--- src/include/port_d_alt_regs.vh ---
// Register offsets, field positions, reset values and pin indices for the port D override block
`ifndef PORT_D_ALT_REGS_VH
`define PORT_D_ALT_REGS_VH

// Register offsets (I/O space)
`define MCU_CONTROL_OFS 6'h35
`define DIR_REG_OFS 6'h0A
`define OUT_REG_OFS 6'h0B
`define PIN_REG_OFS 6'h09
`define ALT_CTRL_OFS 6'h30

// Reset values
`define MCU_CONTROL_RESET 8'h00
`define PORT_RESET 8'h00
`define ALT_CTRL_RESET 8'h00

// MCU control fields
`define GLOBAL_PULLUP_DISABLE_BIT 4
`define VECTOR_TABLE_SELECT_BIT 1
`define VECTOR_CHANGE_UNLOCK_BIT 0
`define MCU_CONTROL_WRITE_MASK 8'h13

// Pin indices
`define PIN_RX 0
`define PIN_TX 1
`define PIN_IRQ0 2
`define PIN_TIMER2_COMPARE_B_OUT 3
`define PIN_XCK 4
`define PIN_TIMER0_COMPARE_B_OUT 5
`define PIN_TIMER0_COMPARE_A_OUT 6
`define PIN_COMPARATOR_NEG_IN 7

`endif

--- src/core/port_d_alt_function_override.v ---
// Port D alternate function override logic with plain port registers and MCU control
`include "port_d_alt_regs.vh"

module port_d_alt_function_override #(
   parameter WIDTH = 8
) (
   input wire mclk,
   input wire reset,
   // Register port
   input wire [5:0] addr,
   input wire [7:0] wdata,
   input wire wr,
   input wire rd,
   output reg [7:0] rdata,
   // Pads
   input wire [WIDTH-1:0] pad_in,
   output wire [WIDTH-1:0] pad_oe,
   output wire [WIDTH-1:0] pad_out,
   output wire [WIDTH-1:0] pad_pullup,
   output wire [WIDTH-1:0] pad_input_enable,
   // Serial port
   input wire transmitter_enable,
   input wire transmit_data,
   input wire receiver_enable,
   output wire receive_data,
   input wire serial_mode_select,
   input wire serial_clock_out,
   output wire serial_clock_in,
   // Timers
   input wire timer0_compare_a_enable,
   input wire timer0_compare_a_out,
   input wire timer0_compare_b_enable,
   input wire timer0_compare_b_out,
   input wire timer2_compare_b_enable,
   input wire timer2_compare_b_out,
   output wire timer0_count_input,
   output wire timer1_count_input,
   // External interrupts and pin change
   input wire ext_irq_0_enable,
   input wire ext_irq_1_enable,
   output wire ext_irq_0,
   output wire ext_irq_1,
   input wire [WIDTH-1:0] pin_change_mask,
   input wire pin_change_group2_enable,
   output wire [WIDTH-1:0] pin_change_src,
   // Control bits held for other blocks, and brown-out bits read in from outside
   output wire global_pullup_disable,
   output wire vector_table_select,
   output wire vector_change_unlock,
   input wire brownout_sleep,
   input wire brownout_sleep_unlock
);

   // Plain port registers
   reg [WIDTH-1:0] dir_reg; // Direction, 1 = output
   reg [WIDTH-1:0] out_reg; // Output value / pull-up request
   reg [7:0] mcu_control; // Writable bits only
   reg [WIDTH-1:0] pin_sync; // Registered pin image for reads

   // Per-pin override vectors
   reg [WIDTH-1:0] pullup_override_enable;
   reg [WIDTH-1:0] pullup_override_value;
   reg [WIDTH-1:0] dir_override_enable;
   reg [WIDTH-1:0] dir_override_value;
   reg [WIDTH-1:0] value_override_enable;
   reg [WIDTH-1:0] value_override_value;
   reg [WIDTH-1:0] input_enable_override_enable;

   // Decode shared by read and write paths
   function is_addr;
      input [5:0] a;
      input [5:0] ofs;
      begin
         is_addr = (a == ofs);
      end
   endfunction

   assign global_pullup_disable = mcu_control[`GLOBAL_PULLUP_DISABLE_BIT];
   assign vector_table_select = mcu_control[`VECTOR_TABLE_SELECT_BIT];
   assign vector_change_unlock = mcu_control[`VECTOR_CHANGE_UNLOCK_BIT];

   // Register writes
   always @(posedge mclk) begin
      if (reset) begin
         dir_reg <= {WIDTH{1'b0}};
         out_reg <= {WIDTH{1'b0}};
         mcu_control <= `MCU_CONTROL_RESET;
      end else if (wr) begin
         if (is_addr(addr, `DIR_REG_OFS)) begin
            dir_reg <= wdata[WIDTH-1:0];
         end
         if (is_addr(addr, `OUT_REG_OFS)) begin
            out_reg <= wdata[WIDTH-1:0];
         end
         if (is_addr(addr, `MCU_CONTROL_OFS)) begin
            // Only pull-up disable and vector bits are writable
            mcu_control <= wdata & `MCU_CONTROL_WRITE_MASK;
         end
      end
   end

   // Pin image sampled each clock; inputs are already synchronous
   always @(posedge mclk) begin
      if (reset) begin
         pin_sync <= {WIDTH{1'b0}};
      end else begin
         pin_sync <= pad_in & pad_input_enable;
      end
   end

   // Register reads: data stand the cycle after the strobe
   always @(posedge mclk) begin
      if (reset) begin
         rdata <= 8'h00;
      end else if (rd) begin
         if (is_addr(addr, `DIR_REG_OFS)) begin
            rdata <= dir_reg;
         end else if (is_addr(addr, `OUT_REG_OFS)) begin
            rdata <= out_reg;
         end else if (is_addr(addr, `PIN_REG_OFS)) begin
            rdata <= pin_sync;
         end else if (is_addr(addr, `MCU_CONTROL_OFS)) begin
            // Brown-out bits are read-only views; unused bits zero
            rdata <= {1'b0, brownout_sleep, brownout_sleep_unlock, mcu_control[4], 2'b00,
                      mcu_control[1:0]};
         end else begin
            // Unmapped offsets read zero
            rdata <= 8'h00;
         end
      end else begin
         rdata <= 8'h00;
      end
   end

   // Override table: defaults are "no override", pins follow plain registers
   always @* begin
      pullup_override_enable = {WIDTH{1'b0}};
      pullup_override_value = {WIDTH{1'b0}};
      dir_override_enable = {WIDTH{1'b0}};
      dir_override_value = {WIDTH{1'b0}};
      value_override_enable = {WIDTH{1'b0}};
      value_override_value = {WIDTH{1'b0}};
      // Any masked pin in an enabled group keeps its input alive
      input_enable_override_enable = pin_change_mask & {WIDTH{pin_change_group2_enable}};

      // Receive pin: forced input, pull-up still follows out bit
      pullup_override_enable[`PIN_RX] = receiver_enable;
      pullup_override_value[`PIN_RX] = out_reg[`PIN_RX] & ~global_pullup_disable;
      dir_override_enable[`PIN_RX] = receiver_enable;
      dir_override_value[`PIN_RX] = 1'b0;

      // Transmit pin: forced output carrying data, no pull-up
      pullup_override_enable[`PIN_TX] = transmitter_enable;
      pullup_override_value[`PIN_TX] = 1'b0;
      dir_override_enable[`PIN_TX] = transmitter_enable;
      dir_override_value[`PIN_TX] = 1'b1;
      value_override_enable[`PIN_TX] = transmitter_enable;
      value_override_value[`PIN_TX] = transmit_data;

      // Interrupt 0 pin; group 2 used here, the printed group 1 looks like a slip
      input_enable_override_enable[`PIN_IRQ0] = ext_irq_0_enable |
         (pin_change_mask[`PIN_IRQ0] & pin_change_group2_enable);

      // Pin 3: interrupt 1 input and timer 2 compare B output
      input_enable_override_enable[`PIN_TIMER2_COMPARE_B_OUT] = ext_irq_1_enable |
         (pin_change_mask[`PIN_TIMER2_COMPARE_B_OUT] & pin_change_group2_enable);
      value_override_enable[`PIN_TIMER2_COMPARE_B_OUT] = timer2_compare_b_enable;
      value_override_value[`PIN_TIMER2_COMPARE_B_OUT] = timer2_compare_b_out;

      // Pin 4: serial clock output only in synchronous mode
      value_override_enable[`PIN_XCK] = serial_mode_select;
      value_override_value[`PIN_XCK] = serial_clock_out;

      // Compare outputs only reach the pin when software sets direction
      value_override_enable[`PIN_TIMER0_COMPARE_B_OUT] = timer0_compare_b_enable;
      value_override_value[`PIN_TIMER0_COMPARE_B_OUT] = timer0_compare_b_out;
      value_override_enable[`PIN_TIMER0_COMPARE_A_OUT] = timer0_compare_a_enable;
      value_override_value[`PIN_TIMER0_COMPARE_A_OUT] = timer0_compare_a_out;
   end

   // One cell per pin
   genvar i;
   generate
      for (i = 0; i < WIDTH; i = i + 1) begin : g_pin
         pin_cell u_cell (
            .dir_bit(dir_reg[i]),
            .out_bit(out_reg[i]),
            .pullup_disable(global_pullup_disable),
            .pullup_override_enable(pullup_override_enable[i]),
            .pullup_override_value(pullup_override_value[i]),
            .dir_override_enable(dir_override_enable[i]),
            .dir_override_value(dir_override_value[i]),
            .value_override_enable(value_override_enable[i]),
            .value_override_value(value_override_value[i]),
            .input_enable_override_enable(input_enable_override_enable[i]),
            .input_enable_override_value(1'b1),
            .input_enable_default(1'b1),
            .pad_oe(pad_oe[i]),
            .pad_out(pad_out[i]),
            .pad_pullup(pad_pullup[i]),
            .pad_input_enable(pad_input_enable[i])
         );
      end
   endgenerate

   // Digital inputs handed to peripherals; comparator pin 7 reaches only pin_change_src
   wire [WIDTH-1:0] pin_digital = pad_in & pad_input_enable;
   assign receive_data = pin_digital[`PIN_RX];
   assign ext_irq_0 = pin_digital[`PIN_IRQ0];
   assign ext_irq_1 = pin_digital[`PIN_TIMER2_COMPARE_B_OUT];
   assign serial_clock_in = pin_digital[`PIN_XCK];
   assign timer0_count_input = pin_digital[`PIN_XCK];
   assign timer1_count_input = pin_digital[`PIN_TIMER0_COMPARE_B_OUT];
   assign pin_change_src = pin_digital;

endmodule // port_d_alt_function_override

--- src/core/pin_cell.v ---
// One port pin: merges plain port controls with override signals into pad controls
module pin_cell (
   input wire dir_bit,
   input wire out_bit,
   input wire pullup_disable,
   input wire pullup_override_enable,
   input wire pullup_override_value,
   input wire dir_override_enable,
   input wire dir_override_value,
   input wire value_override_enable,
   input wire value_override_value,
   input wire input_enable_override_enable,
   input wire input_enable_override_value,
   input wire input_enable_default,
   output wire pad_oe,
   output wire pad_out,
   output wire pad_pullup,
   output wire pad_input_enable
);

   // Effective direction and output level
   wire eff_dir = dir_override_enable ? dir_override_value : dir_bit;
   assign pad_oe = eff_dir;
   assign pad_out = value_override_enable ? value_override_value : out_bit;

   // Pull-up only on an input with output bit set, killed by global disable
   assign pad_pullup = pullup_override_enable ? pullup_override_value
                       : (~eff_dir & out_bit & ~pullup_disable);

   // Input buffer enable
   assign pad_input_enable = input_enable_override_enable ? input_enable_override_value
                             : input_enable_default;

endmodule // pin_cell

--- config.mk ---
export PLATFORM = sky130hd
export DESIGN_NAME = port_d_alt_function_override
export DESIGN_NICKNAME = d
export VERILOG_FILES = /design/src/core/port_d_alt_function_override.v /design/src/core/pin_cell.v
export VERILOG_INCLUDE_DIRS = /design/src /design/src/include
export SDC_FILE = /design/constraint.sdc
export NUM_CORES = 1
export LEC_CHECK = 0
export BUFFER_PORTS_ARGS = -buffer_cell sky130_fd_sc_hd__buf_2
export CORE_ASPECT_RATIO = 1.1
export CORE_MARGIN = 2
export CORE_UTILIZATION = 40
export DETAILED_ROUTE_END_ITERATION = 6
export PLACE_DENSITY = 0.81
export SYNTH_ARGS = -nofsm -noshare
export SYNTH_HDL_FRONTEND = slang
export SYNTH_SLANG_ARGS = --single-unit
--- constraint.sdc ---
create_clock -name mclk -period 1.2 [get_ports mclk]
set_input_delay 0.12 -clock mclk [delete_from_list [all_inputs] [get_ports mclk]]
set_output_delay 0.12 -clock mclk [all_outputs]
set_load 0.1 [all_outputs]
Word level (Yosys, flattened, before mapping)

Cells that the tools add are included.

Flip-flop bits (word level): 35
Latch bits: 0
Memory bits (writable): 0
ROM bits: 0
Input port bits: 50
Output and inout port bits: 57
Memories kept: 0

Add/sub/neg operators: 0
Multiply operators: 0
Divide/modulo/power cells: 0
Magnitude comparators: 0
Equality and inequality tests: 4
Shift-type cells: 0
Muxes and demuxes: 13
Bitwise gates (word level): 27
Reduce and logical (&&, ||, !) cells: 4

Operators by type and width:

| operator                                                        | number |
|---|---|
| 8-bit two-way mux                                               | 3 |
| 6-bit by 4-bit == test with 1-bit output, second input constant | 3 |
| 1-bit AND                                                       | 17 |
| 1-bit NOT                                                       | 10 |
| 1-bit two-way mux                                               | 9 |
| 7-bit two-way mux                                               | 1 |
| 6-bit == test, second input constant                            | 1 |
| 2-bit AND reduction                                             | 3 |
| 2-bit OR reduction                                              | 1 |

Depth between registers and ports, before layout

Gate-level depths: netlist of run 1.

Depth in word-level cells: 5
Mapped depth: 6

Modules after synthesis

From an unflattened synthesis of run 1, not the netlist that was laid out.

Cell total of the unflattened synthesis: 227
Area, all modules: 2029.4 µm²

By module, submodules not included:

| module                       | times used | cells an instance | area an instance (µm²) | sequential area each (µm²) |
|---|---|---|---|---|
| port_d_alt_function_override | 1          | 171               | 1559.0                 | 700.7 |
| pin_cell                     | 8          | 7                 | 58.8                   | 0.0 |

Least setup slack after synthesis of run 1

OpenSTA, ideal clock, no wires.

Kind: register -> output
Start point: register mcu_control[4]
End point: output pad_pullup[0]
Arrival time: 1.586 ns
Data required time: 1.080 ns
Slack: -0.506 ns
Stages on the path, launching flop included: 4
Path buffers: 2
Cells stage by stage: dfxtp_1 > clkbuf_1 > nor3b_1 > buf_4

Longest elaborated chain between the ends: 3
Elaborated cells between the ends (all ways): 4
Those cells by class: 1 x mux; 3 x bitwise

RTL lines:

| item                                | RTL line                                          | RTL |
|---|---|---|
| from (decl)                         | port_d_alt_function_override.v:57                 | `reg [7:0] mcu_control;` |
| from (signal assigned)              | port_d_alt_function_override.v:87                 | `` mcu_control <= `MCU_CONTROL_RESET; `` |
| from (signal assigned)              | port_d_alt_function_override.v:97                 | `` mcu_control <= wdata & `MCU_CONTROL_WRITE_MASK; `` |
| 1-bit NOT *                         | port_d_alt_function_override.v:148, pin_cell.v:28 |  |
| 1-bit AND, on equally long branches | pin_cell.v:28, port_d_alt_function_override.v:148 |  |
| 1-bit two-way mux *                 | pin_cell.v:27                                     | `assign pad_pullup = pullup_override_enable ? pullup_override_value` |
| to (decl)                           | port_d_alt_function_override.v:19                 | `output wire [WIDTH-1:0] pad_pullup,` |

Every way passes the cells marked *; elsewhere a longest branch is shown, timed or not.

Worst setup path in the final report of run 1

Start point: register dir_reg[1]
End point: output pad_pullup[1]

Longest elaborated chain between the ends: 5

RTL lines:

| item                    | RTL line                          | RTL |
|---|---|---|
| from (decl)             | port_d_alt_function_override.v:55 | `reg [WIDTH-1:0] dir_reg;` |
| from (signal assigned)  | port_d_alt_function_override.v:85 | `dir_reg <= {WIDTH{1'b0}};` |
| from (signal assigned)  | port_d_alt_function_override.v:90 | `dir_reg <= wdata[WIDTH-1:0];` |
| 1-bit two-way mux       | pin_cell.v:22                     | `wire eff_dir = dir_override_enable ? dir_override_value : dir_bit;` |
| 1-bit NOT               | pin_cell.v:28                     | `: (~eff_dir & out_bit & ~pullup_disable);` |
| 1-bit AND (2 in series) | pin_cell.v:28                     |  |
| 1-bit two-way mux       | pin_cell.v:27                     |  |

Every way passes these cells.

==> results.md, run 1 <==
* Status: finished, violations left
* Failing checks: setup timing
* Crit path required time at between 1 and 1.5 ns
* Vias in the first global route at approximately 1.6k
* Die Y at 76.25 um
* First-pass GRT wire length at ~7300 um
* Final std cells w/o fill at between 300 and 400
* Netlist cell types at 29
* Top Ports at ~110
* Full die area at ~5300 um2
* Largest net degree at the start of global routing at 28
* Setup crit end: pad_pullup[1]
* TritonCTS clock tree: built
* DR DRC count at 0
* DRT iter0 DRCs at 82
* CP Launch Type: flop
* P&R area growth vs syn at 54.19%
* Final setup fails at 11
* Cell leakage power at approximately 1.3 nW
* Syn Area/Cell at slightly above 9 um2
* Post-layout nets at 331
* Fin util at 63.35%
* Post-synthesis register bit count at 35
* CP startpoint: dir_reg[1]
* # placed instances at 319
* Worst Slack Setup Final at -0.1582 ns
* Peak VDD IR at between 0.6 and 0.7 mV
* Routability cong. at 0.8985
* Skew-Pair Late Insertion Delay at about 0.28 ns
* Gate Count Post-Synth at ~210
* Vias at roughly 1.7k
* HP Start: pad_in[1]
* Clk pin slew, worst setup/hold paths at 0.06 ns
* CTS Buf Count at 5
* Initial core utilization at between 40 and 50%
* Cell Area, Synth at 1898 um2
* 1st-pass router iterations at 4
* Initial antenna violation count at 0
* Setup TNS at -1.120 ns
* Place WS at -0.2835 ns
* Die span in x at about 70 um
* Final worst path period share at 113.2%
* Final slew viol count at 0
* Worst Hold Class: in2reg
* Avg Vias per Cell at 4.923
* R2r endpoint: mcu_control[4]
* Hold Violations, Final at 0
* Routed len/inst at ~14 um
* MaxCap Viol Count at 0
* Grt total ovfl at 0
* RSZ-0062 raised after global routing: true
* Crit path arrival time at between 1 and 1.5 ns
* Peak Freq at approximately 0.74 GHz
* Worst R2R Setup Slack at approximately 0.16 ns
* Fraction of layout cells with a size suffix above 1 at between 50% and 60%
* Worst R2R Path Depth at 5
* Clock root buffer: clkbuf_8
* CP Class: reg2out
* Longest Clk Path Bufs at 2
* Register area share after synthesis at a little under two fifths
* Post-DP HPWL at around 3500 um
* # port buffers at 87
* Core ar. at ~4600 um2
* Power Dens Cells at between 900 and 1000 nW/um2
* CP endpoint kind: primary output
* Rows at 26
* Yosys warnings at 0
* Final Skew at around 0.0063 ns
* Diodes inserted at 0
* R2r startpoint: mcu_control[4]
* Min Tclk post-route at 1.358 ns
* Aggregate global-route resource usage at approximately 17%
* Drt total wl at just under 5000 um
* CTS Sinks at 35
* Crit Path Max Fanout at 2
* Antenna Nets Post-Route at 0
* CTS H-tree lvls at 2
## worst max-delay path: stages (launching register included)
cell     delay, ns
dfxtp_2       0.32
or2_4         0.23
nor3b_4       0.21
buf_12        0.20
## stage by stage
stage,hold WS [ns],area [um2],power (W)
2_1_floorplan,0.2482,1994,0.001789
3_3_place_gp,0.3466,2592,0.001890
3_5_place_dp,0.3526,2592,0.001897
4_1_cts,0.05771,2863,0.002806
5_1_grt,0.07618,2927,0.002897
6_report,0.06247,2927,0.002802
## cell usage after synthesis
cell type	instances	area, um2
nand3b_1	2	15.01
and4bb_2	1	12.51
and4b_1	1	10.01
or2_2	1	6.260
buf_4	49	367.9
dfxtp_1	35	700.7
nand2_1	9	33.78
nor4_1	3	18.77
nand4b_1	2	17.52
o22ai_1	1	6.260
nor4b_4	1	23.77
o32ai_1	4	35.03
clkbuf_1	3	11.26
mux2i_1	18	180.2
a21oi_1	9	45.04
conb_1	1	3.750
nand2b_1	1	6.260
or4b_4	1	13.76
mux2_2	5	56.30
nor2_8	1	20.02
a2bb2oi_1	4	35.03
buf_2	2	10.01
nor2_1	28	105.1
nor2b_1	10	62.56
clkbuf_4	1	7.510
and2_1	1	6.260
nor3b_1	9	67.56
o21ai_0	3	15.01
nand3_1	1	5.000
## what timing repair did
action,4_1_cts,5_1_grt
resized for setup,24,13
setup endpoints to repair,15,22
pin swaps,8,8
hold buffers,0,0
setup buffers,9,2
## logic make-up after synthesis
logic type | synth area share (%)
simple gates | 22.35
mux | 12.46
flops | 36.91
buf+inv | 20.90
other cells | 0.1976
compound gates | 7.185
## routing by layer
| metal | wire (um) | global-route usage [%] | part of all wire, % |
|---|---|---|---|
| met3 | 373 | 3.704 | 7.7 |
| met5 | 0 | 0 | 0 |
| met2 | 2488 | 30.87 | 52 |
| met1 | 1908 | 19.67 | 40 |
| met4 | 49 | 6.923 | 1.0 |
## worst min-delay path by stage
stage | cells past startpoint | to
floorplan | 1 | pin_sync[0]
global placement | 2 | pin_sync[7]
detailed placement | 2 | pin_sync[1]
CTS | 2 | pin_sync[1]
global route | 2 | pin_sync[1]
finish | 2 | pin_sync[1]
## placed cells by master, fill, tap and decap left out, drive strengths merged, types with 2 or more instances in the layout
master   synthesis  routed
nand2            9       9
nor4             3       3
o21ai            3       3
dfxtp           35      35
mux2i           18      18
mux2             5       5
nor3b            9       9
nor2            29      29
nand3b           2       2
clkbuf           4       8
conb             1       8
o32ai            4       4
a21oi            9       9
a2bb2oi          4       4
buf             51     115
nor2b           10      10
nand4b           2       2
## where the power goes
part | total, W | internal (W) | switching, W | leakage, nW
combinational | 0.000708 | 0.000180 | 0.000528 | 0.934
clock | 0.000908 | 0.000523 | 0.000385 | 0.0515
sequential | 0.00119 | 0.00118 | 0.00000760 | 0.290
## final cells by class
class                      instances  area [um2]
clock buffer                       8       100.1
fill                             345        1693
multi-input combinational        124       950.9
sequential                        35       716.9
tap                               56       70.07
timing repair buffer             115        1089
Note: power is estimated with default switching activity, not from simulation.
==> run 2, diff against run 1 <==
- CORE_UTILIZATION: 40 -> 41
- SYNTH_HIERARCHICAL: default -> 1
==> run 2 against run 1 <==
Net effect:
- the flow still finishes with violations (setup timing)
- first-iteration DRC count up 130%
- core utilization grew 24 points
- global-route usage is 10 points higher
- largest cell class is now multi-input gates
==> results.md, run 2 <==
* Status: finished, violations left
* Failing checks: setup timing
* DRT iter0 DRCs at 185 (+130%)
* Switching share of power at 39.98% (+7.1 points)
* Hold_buf cts at 0 (unchanged)
* Largest net degree at the start of global routing at 26 (-7.1%)
* Grt total ovfl at 0 (unchanged)
* Worst R2R Setup Slack at 0.09 ns (-0.07 ns)
* Clock root buffer: clkbuf_8
* Relative slew margins at around 65%
* Xor-xnor portion of the synthesized cell area at 0% (unchanged)
* R2r startpoint: mcu_control[4]
* Netlist cell types at 30 (+3.4%)
* Crit path arrival time at 1.48 ns (+0.24 ns)
* Cell Area, Synth at 2029 um2 (+6.9%)
* Final setup fails at 26 (+15)
* Post-synthesis register bit count at 35 (unchanged)
* Power Dens Cells at 920.0 nW/um2 (-3.9%)
* Die span in x at 71.08 um (+2.0%)
* Skew-Pair Late Insertion Delay at 0.31 ns (+0.03 ns)
* CP endpoint kind: primary output
* Most instantiated cells after synthesis: 35 x dfxtp_1, 30 x nor2_1, 23 x nand2_1
* Fin area at 4134 um2 (+41%)
* CTS Buf Count at 5 (unchanged)
* Rows at 26 (unchanged)
* Fin util at 87.64% (+24 points)
* Top-area cell type share of the netlist area at 34.53% (-2.4 points)
* Area after DPL at 3787 um2 (+46%)
* Initial core utilization at 43.02% (+1.9 points)
* Routability cong. at 0.8905 (-0.89%)
* Post-layout nets at 478 (+44%)
* Synth area leaders: dfxtp_1 35%, mux2i_1 9.4%, o41ai_2 6.4%
* Adder-Cell Fraction of Synth Area at 0% (unchanged)
* Crit Path Max Fanout at 2 (unchanged)
* Worst-margin pin slew at 0.5323 ns
* TritonCTS clock tree: built
* Aggregate global-route resource usage at 27.69% (+10 points)
* Pwr Total at 0.003803 W (+36%)
* Yosys warnings at 6 (+6)
* Vias at 2496 (+50%)
* P_sw at 0.001520 W (+65%)
* Post-DP HPWL at 4971 um (+43%)
* Worst Path Buf+Inv at 1 (unchanged)
* Simple-gate area share of the yosys netlist at 24.04% (+1.7 points)
* CP max stage cell: dfxtp_2
* Die Y at 77.79 um (+2.0%)
* Peak Freq at 0.6254 GHz (-15%)
* Final worst path period share at 133.2% (+20 points)
* Synth area leader: dfxtp_1
* Diodes inserted at 0 (unchanged)
* Mux cell area share after synthesis at 19.73% (+7.3 points)
* # port buffers at 98 (+13%)
* Main combinational cell family by area after synthesis: simple AND/OR/NAND/NOR gates
* Final Skew at 0.01083 ns (+0.004551 ns)
* Min Tclk post-route at 1.599 ns (+0.2408 ns)
* WHS Path Cells at 2 (unchanged)
* Power Internal at 0.002283 W (+21%)
* Peak VDD IR at 0.7878 mV (+30%)
* 1st-pass router iterations at 5 (+1)
* Register area share after synthesis at 34.53% (-2.4 points)
* CTS H-tree lvls at 2 (unchanged)
* Antenna Nets Post-Route at 0 (unchanged)
* First-pass GRT wire length at 11870 um (+63%)
* Clk pin slew, worst setup/hold paths at 0.08 ns (+0.02 ns)
* Longest Clk Path Bufs at 2 (unchanged)
* HP Start: reset
* Hold EP: dir_reg[5]
* P&R area growth vs syn at 103.7%
* Synth Flop Type: dfxtp_1
* Hold Violations, Final at 0 (unchanged)
* Cells along the critical path: mux2_4, o41ai_4, buf_12
* Routed len/inst at 17.52 um (+23%)
* Syn Area/Cell at 8.940 um2 (-2.5%)
* Count leader, synth: dfxtp_1
* Worst Hold Class: in2reg
* EDFF count, synth at 0 (unchanged)
* Worst Slack Setup Final at -0.3990 ns (-0.2408 ns)
* Seq pwr share at 31.0% (-11 points)
* Final slew viol count at 0 (unchanged)
* Largest stage delay, worst path at 0.33 ns (about the same)
* Top Ports at 107 (unchanged)
* Drt total wl at 8495 um (+76%)
* CP Launch Type: flop
* Ys async rst share at 0% (unchanged)
* R2r endpoint: rdata[4]
* Cell leakage power at 1.945 nW (+53%)
* CP top delay family: flip-flops
* MaxCap Viol Count at 0 (unchanged)
* Full die area at 5529 um2 (+4.1%)
* Commonest non-fill, non-tap cells in the layout: 60 x buf_2, 58 x conb_1, 39 x buf_12
* Vias in the first global route at 2507 (+61%)
* Core ar. at 4717 um2 (+2.1%)
* Fill cell total of the finished layout at 217 (-37%)
* Clock power share at 29.0% (-3.4 points)
* RSZ-0062 raised after global routing: true
* Avg Vias per Cell at 5.146 (+4.5%)
* Worst R2R Path Depth at 3 (-2)
* Fraction of layout cells with a size suffix above 1 at 53.85% (-0.76 points)
* CTS Sinks at 35 (unchanged)
* Complex-gate fraction of the synthesized area at 15.60% (+8.4 points)
* Initial antenna violation count at 0 (unchanged)
* Most common cell after layout, fill and taps aside: buf_2
* Crit path required time at 1.08 ns (about the same)
* Combinational share of power at 40.1% (+15 points)
* Gate Count Post-Synth at 227 (+9.7%)
* DR DRC count at 0 (unchanged)
* CP Class: reg2out
## run 2: cell types whose count changed after synthesis, sizes merged, moves of 3 or more
cell / change
a21oi: +3
buf: -39
inv: +8
mux2: +11
and2: +14
o41ai: +8
o21ai: +11
nand2: +14
a2bb2oi: -4
nor3b: -8
## run 2: metal layers
layer | global-route usage [%] | vias up | share of wire [%]
met5 | 0 | - | 0
met3 | 6.104 | 41 | 7.7
li1 | - | 1139 | -
met4 | 14.72 | 0 | 5.3
met1 | 27.81 | 1147 | 35
met2 | 52.06 | 169 | 52
## run 2: timing repair
action	4_1_cts	5_1_grt
buffers inserted	14	9
pin swaps	7	5
resized for setup	41	16
endpoints found under the setup margin	26	30
hold endpoints to repair	0	0
## run 2: how the worst max path moves through the flow
stage               start             to  cells after the start
6_report       dir_reg[1]  pad_pullup[1]                      3
5_1_grt        dir_reg[1]  pad_pullup[1]                      3
4_1_cts        dir_reg[3]  pad_pullup[3]                      3
3_5_place_dp      addr[5]       rdata[4]                      5
3_3_place_gp      addr[5]       rdata[0]                      5
2_1_floorplan  dir_reg[2]  pad_pullup[2]                      2
## run 2: logic make-up (layout without fill, tap and decap cells)
logic type / Yosys count / count (layout)
flip-flops: 35 / 35
AND/OR/NAND/NOR: 92 / 92
buffers and inverters: 22 / 168
multiplexers: 35 / 35
other: 2 / 58
AO/OA/AOI/OAI: 41 / 41
## run 2: layout make-up
class                           count  area, um2  area share [%]
Clock inverter                      3      43.79           1.059
Sequential cell                    35      729.5           17.65
Tap cell                           56      70.07           1.695
Multi-Input combinational cell    226       1639           39.65
Inverter                            8      32.53          0.7869
Timing Repair Buffer              152       1550           37.50
Clock buffer                        5      68.82           1.665
## run 2: through the flow
step | worst slack (ns) | hold WS (ns) | instances | TNS, ns
after floorplan | -0.7286 | 0.2639 | 283 | -5.972
after global placement | -0.1849 | 0.3562 | 465 | -3.520
after detailed placement | -0.3218 | 0.3600 | 465 | -4.461
after CTS | -0.3565 | 0.03712 | 481 | -3.965
after global routing | -0.4255 | 0.04855 | 485 | -5.294
final | -0.3990 | 0.04120 | 485 | -4.660
## run 2: power by group through the flow
| stage | clock network [W] | logic [W] | registers, W |
|---|---|---|---|
| CTS | 0.00109 | 0.00148 | 0.00118 |
| global placement | 0 | 0.00144 | 0.00121 |
| detailed placement | 0 | 0.00146 | 0.00121 |
| global route | 0.00114 | 0.00157 | 0.00118 |
| finish | 0.00110 | 0.00152 | 0.00118 |
| floorplan | 0 | 0.00100 | 0.00122 |
